===== src/verilog/smac_defines.vh =====
`ifndef SMAC_DEFINES_VH
`define SMAC_DEFINES_VH

// security byte field positions
`define SMAC_STATE_LSB        0
`define SMAC_STATE_MSB        1
`define SMAC_BKEN_LSB         6
`define SMAC_BKEN_MSB         7
// two-bit codes
`define SMAC_STATE_UNSECURED  2'h2
`define SMAC_BKEN_ENABLED     2'h2
// reset value of the latched security byte (secured, key disabled)
`define SMAC_SECREG_RESET     8'h01
// key words that can never form a valid key
`define SMAC_KEY_ZERO         16'h0000
`define SMAC_KEY_ONES         16'hFFFF
// option sector and key area addresses
`define SMAC_OPT_ADDR         16'hFF0F
`define SMAC_KEY_BASE         16'hFF00
`define SMAC_KEY_LAST         16'hFF07
`define SMAC_SECTOR_BASE      16'hFE00
`define SMAC_SECTOR_LAST      16'hFFFF
// peripheral register window for restricted debug access
`define SMAC_REG_BASE         16'h0000
`define SMAC_REG_LAST         16'h07FF
// operating mode encodings
`define SMAC_MODE_NORM        2'h0
`define SMAC_MODE_SS          2'h1
`define SMAC_MODE_NX          2'h2
`define SMAC_MODE_OTHER       2'h3
// nvm command classes
`define SMAC_NVM_ERASE_SECT   2'h1
`define SMAC_NVM_PROGRAM      2'h2
`define SMAC_NVM_MASS_ERASE   2'h3

`endif


===== src/verilog/smac_key_check.v =====
`timescale 1ns/1ps
// compares a presented 64-bit key against the stored key
module smac_key_check (
    // clock and reset
    input  wire        sys_clk,
    input  wire        sys_rst,
    // key request
    input  wire        start,
    input  wire [63:0] key_given,
    input  wire [63:0] key_stored,
    // result
    output reg         done,
    output reg         match
);
`include "smac_defines.vh"

// a key word of all zeros or all ones is never valid
function word_ok;
    input [15:0] w;
    begin
        word_ok = (w != `SMAC_KEY_ZERO) && (w != `SMAC_KEY_ONES);
    end
endfunction

function key_ok;
    input [63:0] k;
    begin
        key_ok = word_ok(k[15:0]) && word_ok(k[31:16]) &&
                 word_ok(k[47:32]) && word_ok(k[63:48]);
    end
endfunction

//------------------------------------------------------------
// comparison, result registered one cycle after start
//------------------------------------------------------------
always @(posedge sys_clk or posedge sys_rst) begin
    if (sys_rst) begin
        done  <= 1'b0;
        match <= 1'b0;
    end else begin
        done  <= start;
        match <= start && key_ok(key_given) && key_ok(key_stored) &&
                 (key_given == key_stored);
    end
end

endmodule // smac_key_check


===== src/verilog/smac_blank_check.v =====
`timescale 1ns/1ps
// walks program and data memory, requesting a blank test per location
module smac_blank_check (
    // clock and reset
    input  wire        sys_clk,
    input  wire        sys_rst,
    // control
    input  wire        start,
    // memory probe port
    output reg  [15:0] probe_addr,
    output reg         probe_data_mem,
    output wire        probe_req,
    input  wire        probe_ack,
    input  wire        probe_erased,
    input  wire        probe_last,
    // result
    output wire        busy,
    output reg         done,
    output reg         blank
);

localparam ST_IDLE = 2'h0;
localparam ST_PROG = 2'h1;
localparam ST_DATA = 2'h2;

reg [1:0] state;
reg [1:0] next_state;
reg       all_blank;
wire [16:0] addr_inc = {1'b0, probe_addr} + 17'h00001;

assign busy      = (state != ST_IDLE);
assign probe_req = busy;

// program memory first, then data memory
always @* begin
    next_state = state;
    case (state)
        ST_IDLE: if (start) next_state = ST_PROG;
        ST_PROG: if (probe_ack && probe_last) next_state = ST_DATA;
        ST_DATA: if (probe_ack && probe_last) next_state = ST_IDLE;
        default: next_state = ST_IDLE;
    endcase
end

//------------------------------------------------------------
// walk and accumulate
//------------------------------------------------------------
always @(posedge sys_clk or posedge sys_rst) begin
    if (sys_rst) begin
        state          <= ST_IDLE;
        probe_addr     <= 16'h0000;
        probe_data_mem <= 1'b0;
        all_blank      <= 1'b1;
        done           <= 1'b0;
        blank          <= 1'b0;
    end else begin
        state <= next_state;
        done  <= 1'b0;
        if (state == ST_IDLE && start) begin
            probe_addr     <= 16'h0000;
            probe_data_mem <= 1'b0;
            all_blank      <= 1'b1;
        end else if (busy && probe_ack) begin
            all_blank  <= all_blank & probe_erased;
            probe_addr <= probe_last ? 16'h0000 : addr_inc[15:0];
            if (probe_last) probe_data_mem <= 1'b1;
            if (state == ST_DATA && probe_last) begin
                done  <= 1'b1;
                blank <= all_blank & probe_erased;
            end
        end
    end
end

endmodule // smac_blank_check


===== src/verilog/smac_access_ctrl.v =====
`timescale 1ns/1ps
// How it works
// secured normal mode rejects all debug commands
// secured single chip: no trace, restricted nvm
// failed blank check: hardware commands, registers only
// special mode debug port active from reset
// secured special reset runs blank check, blank unsecures
// nonblank: stay secured, registers reachable for erase
// debug port fully blocked during blank check
// normal modes unsecure via enabled valid backdoor key
// all-zero or all-ones key words never valid
// erasing option byte erases its whole sector
// protected option sector refuses erase and program
// reprogrammed security takes effect only at reset
// host avoids erase-reprogram unsecure in normal mode
// host mass erases both memories then resets
// blank special reset enables all debug commands
// only security code 10 means unsecured
// backdoor enable only when field is 10
// every reset copies option byte into security register
// backdoor unsecure lasts until next reset
module smac_access_ctrl (
    // clock and reset
    input  wire        sys_clk,
    input  wire        sys_rst,
    // mode straps and option byte from nonvolatile memory
    input  wire [1:0]  mode_sel,
    input  wire [7:0]  option_byte,
    input  wire [63:0] key_stored,
    input  wire        sector_protected,
    // background debug command request
    input  wire        dbg_req,
    input  wire        dbg_is_firmware,
    input  wire [15:0] dbg_addr,
    output wire        dbg_grant,
    output wire        dbg_reject,
    // backdoor key presentation
    input  wire        key_present,
    input  wire [63:0] key_given,
    // nvm command request
    input  wire        nvm_req,
    input  wire [1:0]  nvm_cmd,
    input  wire [15:0] nvm_addr,
    input  wire        nvm_cmd_unrestricted,
    output wire        nvm_grant,
    output wire        nvm_reject,
    output reg         nvm_sector_erase_all,
    // memory probe port for the blank check
    output wire [15:0] probe_addr,
    output wire        probe_data_mem,
    output wire        probe_req,
    input  wire        probe_ack,
    input  wire        probe_erased,
    input  wire        probe_last,
    // status
    output reg  [7:0]  flash_security_register,
    output wire        secured,
    output reg         background_debug_port_active,
    output wire        trace_debug_unit_enable,
    output wire        blank_check_busy,
    output reg         backdoor_unlocked
);
`include "smac_defines.vh"

//------------------------------------------------------------
// local state
//------------------------------------------------------------
reg         rst_done;
reg         check_started;
reg         blank_unlocked;
reg         blank_failed;
reg  [1:0]  mode;
wire        bc_done;
wire        bc_blank;
wire        key_done;
wire        key_match;
wire [1:0]  security_state_field;
wire [1:0]  backdoor_enable_field;
wire        base_secured;
wire        normal_single_chip_mode;
wire        special_mode;
wire        start_check;

// address window test used by both request groups
function in_range;
    input [15:0] a;
    input [15:0] lo;
    input [15:0] hi;
    begin
        in_range = (a >= lo) && (a <= hi);
    end
endfunction

assign security_state_field  =
    flash_security_register[`SMAC_STATE_MSB:`SMAC_STATE_LSB];
assign backdoor_enable_field =
    flash_security_register[`SMAC_BKEN_MSB:`SMAC_BKEN_LSB];
assign base_secured = (security_state_field != `SMAC_STATE_UNSECURED);
assign normal_single_chip_mode = (mode == `SMAC_MODE_NORM);
assign special_mode = (mode == `SMAC_MODE_SS);

// either unlock path lifts security until the next reset
assign secured = base_secured && !backdoor_unlocked
                 && !blank_unlocked;

assign start_check = rst_done && !check_started && special_mode
                     && base_secured;

//------------------------------------------------------------
// reset sequence: latch straps and security byte once
//------------------------------------------------------------
// straps are caught by the first clocked edge after release
always @(posedge sys_clk or posedge sys_rst) begin
    if (sys_rst) begin
        rst_done                <= 1'b0;
        mode                    <= `SMAC_MODE_NORM;
        flash_security_register <= `SMAC_SECREG_RESET;
    end else if (!rst_done) begin
        rst_done                <= 1'b1;
        mode                    <= mode_sel;
        flash_security_register <= option_byte;
    end
end

// debug port wakes active in special mode, as soon as modes latch
always @(posedge sys_clk or posedge sys_rst) begin
    if (sys_rst) begin
        background_debug_port_active <= 1'b0;
    end else begin
        background_debug_port_active <= rst_done ? special_mode
                                       : (mode_sel == `SMAC_MODE_SS);
    end
end

//------------------------------------------------------------
// blank check outcome
//------------------------------------------------------------
always @(posedge sys_clk or posedge sys_rst) begin
    if (sys_rst) begin
        check_started  <= 1'b0;
        blank_unlocked <= 1'b0;
        blank_failed   <= 1'b0;
    end else begin
        if (start_check) check_started <= 1'b1;
        if (bc_done) begin
            blank_unlocked <= bc_blank;
            blank_failed   <= !bc_blank;
        end
    end
end

smac_blank_check u_blank (
    .sys_clk        (sys_clk),
    .sys_rst        (sys_rst),
    .start          (start_check),
    .probe_addr     (probe_addr),
    .probe_data_mem (probe_data_mem),
    .probe_req      (probe_req),
    .probe_ack      (probe_ack),
    .probe_erased   (probe_erased),
    .probe_last     (probe_last),
    .busy           (blank_check_busy),
    .done           (bc_done),
    .blank          (bc_blank)
);

//------------------------------------------------------------
// backdoor key: normal modes only, enable field must be 10
//------------------------------------------------------------
smac_key_check u_key (
    .sys_clk    (sys_clk),
    .sys_rst    (sys_rst),
    .start      (key_present && rst_done),
    .key_given  (key_given),
    .key_stored (key_stored),
    .done       (key_done),
    .match      (key_match)
);

// sticky until reset; a failed try never relocks a granted unlock
always @(posedge sys_clk or posedge sys_rst) begin
    if (sys_rst) begin
        backdoor_unlocked <= 1'b0;
    end else if (key_done && key_match && !special_mode
                 && backdoor_enable_field == `SMAC_BKEN_ENABLED) begin
        backdoor_unlocked <= 1'b1;
    end
end

//------------------------------------------------------------
// debug command gating
//------------------------------------------------------------
reg dbg_ok;
always @* begin
    dbg_ok = 1'b0;
    if (!rst_done || blank_check_busy) begin
        dbg_ok = 1'b0;
    // still blocked in the done cycle, until the result is latched
    end else if (special_mode && check_started
                 && !blank_unlocked && !blank_failed) begin
        dbg_ok = 1'b0;
    end else if (!secured) begin
        dbg_ok = 1'b1;
    end else if (normal_single_chip_mode) begin
        dbg_ok = 1'b0;
    end else if (special_mode) begin
        // firmware off, hardware limited to register window
        dbg_ok = !dbg_is_firmware &&
                 in_range(dbg_addr, `SMAC_REG_BASE,
                          `SMAC_REG_LAST);
    end else begin
        dbg_ok = 1'b1;
    end
end

assign dbg_grant  = dbg_req && dbg_ok;
assign dbg_reject = dbg_req && !dbg_ok;

// trace capture blocked until the reset sequence is done, and while secured in single chip modes
assign trace_debug_unit_enable = rst_done &&
    !(secured && (normal_single_chip_mode || special_mode));

//------------------------------------------------------------
// nvm command gating
//------------------------------------------------------------
reg nvm_ok;
reg opt_hit;
always @* begin
    nvm_ok  = 1'b1;
    opt_hit = in_range(nvm_addr, `SMAC_SECTOR_BASE, `SMAC_SECTOR_LAST);
    if (!rst_done) begin
        nvm_ok = 1'b0;
    end else if (secured && (normal_single_chip_mode || special_mode)
                 && !nvm_cmd_unrestricted) begin
        nvm_ok = 1'b0;
    end else if (opt_hit && sector_protected &&
                 (nvm_cmd == `SMAC_NVM_ERASE_SECT ||
                  nvm_cmd == `SMAC_NVM_PROGRAM)) begin
        nvm_ok = 1'b0;
    end
end

assign nvm_grant  = nvm_req && nvm_ok;
assign nvm_reject = nvm_req && !nvm_ok;

// erase of the option byte widens to the whole sector
always @(posedge sys_clk or posedge sys_rst) begin
    if (sys_rst) begin
        nvm_sector_erase_all <= 1'b0;
    end else begin
        nvm_sector_erase_all <= nvm_grant && opt_hit &&
                                nvm_cmd == `SMAC_NVM_ERASE_SECT;
    end
end

endmodule // smac_access_ctrl


===== config.mk =====
export PLATFORM = sky130hd
export DESIGN_NAME = smac_access_ctrl
export DESIGN_NICKNAME = d
export VERILOG_FILES = /design/src/verilog/smac_key_check.v /design/src/verilog/smac_blank_check.v /design/src/verilog/smac_access_ctrl.v
export VERILOG_INCLUDE_DIRS = /design/src /design/src/verilog
export SDC_FILE = /design/constraint.sdc
export NUM_CORES = 1
export LEC_CHECK = 0
export BUFFER_PORTS_ARGS = -buffer_cell sky130_fd_sc_hd__buf_2
export CAP_MARGIN = 25
export CORE_MARGIN = 2
export CORE_UTILIZATION = 44
export CTS_BUF_LIST = sky130_fd_sc_hd__clkbuf_8
export DETAILED_ROUTE_END_ITERATION = 16
export PLACE_DENSITY = 0.84
export SLEW_MARGIN = 20
export SYNTH_ARGS = -nofsm -noshare
export SYNTH_HDL_FRONTEND = slang
export SYNTH_HIERARCHICAL = 1
export SYNTH_SLANG_ARGS = --single-unit

===== constraint.sdc =====
create_clock -name sys_clk -period 3.2 [get_ports sys_clk]
set_clock_uncertainty 0.15 [all_clocks]
set_input_delay 0.64 -clock sys_clk [delete_from_list [all_inputs] [get_ports sys_clk]]
set_output_delay 0.64 -clock sys_clk [all_outputs]
set_load 0.01 [all_outputs]

# Word level (Yosys, flattened, before mapping)
# Index checks and enable logic that the tools add are counted.
# totals
regBits	41
input_bits	183
out_inout_bits	36
elab_cells	146
# classes
n_addsub	1
n_lt_le_gt_ge	4
eq_ne	20
mux	24
bitwise	2
n_reduce_logical	78
# ops
operator	n
inequality test 16 bit (second input constant)	8
nonzero test 16 bit	8
== test 64 bit	1
two-way mux 16 bit	3
logical AND 1 bit	47
two-way mux 1 bit	17
adder 16 x 1 -> 16 bit (second input constant)	1
greater-or-equal comparator 16 x 1 -> 1 bit (second input constant)	1
greater-or-equal comparator 16 bit (second input constant)	1
less-or-equal comparator 16 x 11 -> 1 bit (second input constant)	1
less-or-equal comparator 16 bit (second input constant)	1
logical NOT 1 bit	12
== test 2 x 1 -> 1 bit (second input constant)	4
== test 2 bit (second input constant)	3
two-way mux 2 bit	3
inequality test 2 x 1 -> 1 bit (second input constant)	3
one-hot mux 2 bit (3 select lines)	1
AND reduction 3 bit	2
nonzero test 2 bit	3
logical NOT 2 bit	2
logical OR 1 bit	3
inequality test 2 bit (second input constant)	1
AND reduction 2 bit	1
AND 1 bit	1
NOT 1 bit	1

# Depth between registers and ports, before layout
# depth
ltp_word	10
mapped_depth	8
mapped_depth_nobuf	7

# Modules after synthesis
# Netlist, hierarchy kept.
# modules_own_cells
module	instances	cells_each	area_each_um2
smac_key_check	1	190	1356.3
smac_blank_check	1	115	1112.3
smac_access_ctrl	1	65	802.0

# Least setup slack after synthesis
# No wires, ideal clock.
# synth_path
kind	reg-to-reg
from	reg flash_security_register[0]
to	reg u_blank.probe_addr[15]
setup_ns	0.077
arrival_time_ns	2.580
t_required_ns	2.973
setup_slack_ns	0.393
path_stages_with_launch	9
path_cell_list	dfstp_2 > and2b_2 > nand3b_1 > nor2_1 > or3b_4 > buf_6 > a211o_4 > or4_1 > a21oi_1
# synth_between
elab_chain_len	4
elab_cells_between_ends	5
cone_classes	eq/ne: 1; mux: 1; reduce/logical: 3
# synth_lines
element	line_no	source
start, declared	smac_access_ctrl.v:56	output reg [7:0] flash_security_register,
start signal, assigned	smac_access_ctrl.v:117	flash_security_register <= `SMAC_SECREG_RESET;
start signal, assigned	smac_access_ctrl.v:121	flash_security_register <= option_byte;
inequality test 2 bit (no source line) *	n/a	
logical AND 1 bit *	smac_access_ctrl.v:107	&& base_secured;
net start_check	smac_access_ctrl.v:82	wire start_check;
logical AND 1 bit *	smac_blank_check.v:59	if (state == ST_IDLE && start) begin
two-way mux 16 bit / nonzero test 2 bit (equally long branches)	n/a	
end signal, assigned	smac_blank_check.v:65	probe_addr <= probe_last ? 16'h0000 : addr_inc[15:0];
end, declared	smac_blank_check.v:10	output reg [15:0] probe_addr,
# Mark *: on every way through the listed nets, which the timed path passes. The rest lies on a longest branch.
# A chain may end at the register's enable or synchronous reset.

# Worst setup path in the final report
# Ends and elaborated chain as after synthesis.

==> impl_metrics.env <==
export IMPL_outcome="finished, final reports clean"
export IMPL_rr_endpoint="u_blank/probe_addr[15]$_DFFE_PP0P_"
export IMPL_relSlewSlack_pct=44.6
export IMPL_final_hold_violation_count=0
export IMPL_rsz0062_at_grt="no"
export IMPL_timing_final_crit_share_pct=89.7
export IMPL_path_max_fanout=9
export IMPL_hold_path_class="input pin to asynchronous set/reset pin"
export IMPL_insertedDiodeCount=0
export IMPL_hold_ws_ps=72.5
export IMPL_crit_arrival_ps=2930
export IMPL_viasPerCell=5.77
export IMPL_grt_pass1_wl_um=17700
export IMPL_initial_utilization_pct=45.3
export IMPL_grt_max_degree=23
export IMPL_dp_hpwl_um=10000
export IMPL_maxCapViolations=0
export IMPL_worstSetupPathType="register to register"
export IMPL_drtIter0Drc=149
export IMPL_reg2regPathDepth=7
export IMPL_grt_pass1_vias=3798
export IMPL_drive_gt1_share_pct=41.1
export IMPL_ys_top_cells_by_count="nand4_1, nor4_1, dfrtp_1"
export IMPL_drv_slew=0
export IMPL_gr_total_overflow=0
export IMPL_finalSetupTns_ps=0
export IMPL_synth_area_per_cell_um2=8.84
export IMPL_postRouteAntennaNets=0
export IMPL_synth_area_top_cells="dfrtp_1, nand4_1, nor4_1"
export IMPL_area_delta_synth_final_pct=35.8
export IMPL_synth_top_cell_by_area="dfrtp_1"
export IMPL_io_buffers=198
export IMPL_ctsResizeCount=0
export IMPL_yosysUniqueCellTypes=60
export IMPL_core_area_um2=7210
export IMPL_clockBufferDepth=2
export IMPL_critPathLaunchType="register"
export IMPL_cts_tree="yes"
export IMPL_clk_pin_slew_ps=70
export IMPL_setup_viol=0
export IMPL_fill_cells=672
export IMPL_end_kind="register"
export IMPL_drc_errors=0
export IMPL_nNetsFinal=753
export IMPL_grt_util_all_layers_pct=27.1
export IMPL_worst_ep_required_time_ps=3260
export IMPL_num_vias=3852
export IMPL_drt_pass1_iterations=4
export IMPL_power_density_nw_per_um2=392
export IMPL_synth_ff_type="dfrtp_1"
export IMPL_cts_htree_levels=2
export IMPL_hold_buffers=0
export IMPL_synthArstFlopShare_pct=100
export IMPL_wl_per_cell_um=17.3
export IMPL_die_y_um=90.2
export IMPL_synth_edff_count=0
export IMPL_ys_seq_area_share_pct=31.4
export IMPL_tightest_slew_ps=831
export IMPL_drt_wl_total_um=11500
export IMPL_post_cts_buffers=0
export IMPL_ioPinCount=219
export IMPL_timing_fmax_mhz=349
export IMPL_ys_warn_count=6
export IMPL_mappedNetlistNets=555
export IMPL_synth_area_um2=3270
export IMPL_yosysTopAreaCellShare_pct=29.8
export IMPL_period_needed_ps=2870
export IMPL_synthCells=370
export IMPL_row_count=31
export IMPL_synth_seq_cells=41
export IMPL_place_gp_congestion=0.940
export IMPL_insertion_delay_ps=280
export IMPL_die_w_um=90.2
export IMPL_antenna_found_initial=0
export IMPL_peakVddDrop_mv=0.206
export IMPL_die_area_um2=8140
export IMPL_cts_buffers=5
export IMPL_synth_most_common_cell="nand4_1"
export IMPL_r2r_slack_ps=330
export IMPL_rr_startpoint="flash_security_register[0]$_DFFE_PP1N_"
export IMPL_root_buffer="clkbuf_8"
export IMPL_cts_sinks=41
export IMPL_p_leak_uw=0.00203
==> logic make-up (layout without fill, tap and decap cells) <==
kind of cell             after synthesis  count (layout)  share of synthesized area, %
buffers and inverters                 32             231                          4.32
other                                  1               1                         0.115
flip-flops                            41              41                          31.4
XOR/XNOR                              57              57                          15.3
AO/OA/AOI/OAI                         51              51                          11.1
multiplexers                          11              11                          3.79
adder cells (fa/ha/maj)                2               2                         0.765
AND/OR/NAND/NOR                      175             175                          33.2
==> stage by stage <==
stage / instance area, um^2 / setup slack, ps / instances / power, uW / util (%)
finish: 4440 / 331 / 668 / 1740 / 61.6
global route: 4440 / 223 / 668 / 1850 / 61.6
CTS: 4440 / 328 / 668 / 1750 / 61.6
detailed placement: 4340 / 349 / 660 / 1390 / 60.2
global placement: 4340 / 377 / 660 / 1360 / 60.2
floorplan: 3270 / 393 / 370 / 1060 / -
==> routing by layer <==
metal	share of wire (%)	up-vias	global-route usage, %
met5	0	-	0
met4	2.3	0	8.97
met3	5.8	17	3.35
met2	53	176	52.6
met1	39	1818	30.2
li1	-	1841	-
==> layout make-up <==
type,instances,area [um^2],share of cell area [%]
multi-input cells,297,2100,47.3
flip-flops and latches,41,1030,23.1
repair buffers,199,998,22.5
well taps,99,124,2.79
clock buffers,7,96.3,2.17
inverters,24,90.1,2.03
clock inverters,1,5.00,0.113
==> report_power, final <==
part / switching [uW] / leakage [uW] / internal, uW
clock: 169 / 0.0000542 / 195
sequential: 111 / 0.000519 / 627
combinational: 345 / 0.00145 / 294
total: 625 / 0.00203 / 1120
==> critical path, cell delays in order, from the launching register on <==
cell and delay [ps]:
dfstp_2 530, and2b_2 250, nand3b_1 180, nor2_1 220
or3b_4 450, a211o_4 390, or4_1 470, a21oi_1 150
==> sequential cells by signal (all words and copies together), names as in the netlist, 2 cells and up <==
signal                   count
flash_security_register      8
mode                         2
u_blank/probe_addr          16
u_blank/state                2
==> placed cells by master (no fill, tap or decap), types with 2 or more instances in the layout <==
| cell | netlist | final |
|---|---|---|
| ha_1 | 2 | 2 |
| nand3_1 | 9 | 9 |
| nor3b_1 | 2 | 2 |
| xor2_1 | 31 | 31 |
| o31ai_1 | 2 | 2 |
| dfrtp_1 | 39 | 39 |
| and4_1 | 3 | 3 |
| or4_1 | 5 | 5 |
| o21ai_0 | 12 | 12 |
| nor4_2 | 2 | 2 |
| or3_2 | 2 | 2 |
| clkbuf_8 | 0 | 7 |
| nand4_1 | 51 | 51 |
| nor2b_1 | 6 | 6 |
| nand2_1 | 7 | 7 |
| o22ai_1 | 4 | 4 |
| xnor2_1 | 26 | 26 |
| o2bb2ai_1 | 2 | 2 |
| mux2_2 | 11 | 11 |
| or2_2 | 2 | 2 |
| a211oi_1 | 2 | 2 |
| nor2_1 | 20 | 20 |
| a21oi_1 | 11 | 11 |
| a311oi_1 | 2 | 2 |
| dfstp_2 | 2 | 2 |
| and2_1 | 2 | 2 |
| nor4_1 | 46 | 46 |
| o2111ai_1 | 2 | 2 |
| or3_1 | 5 | 5 |
| and3_1 | 2 | 2 |
| inv_1 | 24 | 24 |
| buf_2 | 2 | 198 |
==> worst max-delay path by stage <==
stage                                      startpoint                            endpoint  slack [ps]  cells past startpoint
2_1_floorplan  flash_security_register[0]$_DFFE_PP1N_  u_blank/probe_addr[15]$_DFFE_PP0P_         390                      8
3_3_place_gp   flash_security_register[0]$_DFFE_PP1N_  u_blank/probe_addr[15]$_DFFE_PP0P_         380                      7
3_5_place_dp   flash_security_register[0]$_DFFE_PP1N_  u_blank/probe_addr[15]$_DFFE_PP0P_         350                      7
4_1_cts        flash_security_register[0]$_DFFE_PP1N_  u_blank/probe_addr[15]$_DFFE_PP0P_         330                      7
5_1_grt        flash_security_register[0]$_DFFE_PP1N_  u_blank/probe_addr[11]$_DFFE_PP0P_         220                      7
6_report       flash_security_register[0]$_DFFE_PP1N_  u_blank/probe_addr[15]$_DFFE_PP0P_         330                      7
Note: power is estimated with default switching activity, not from simulation.
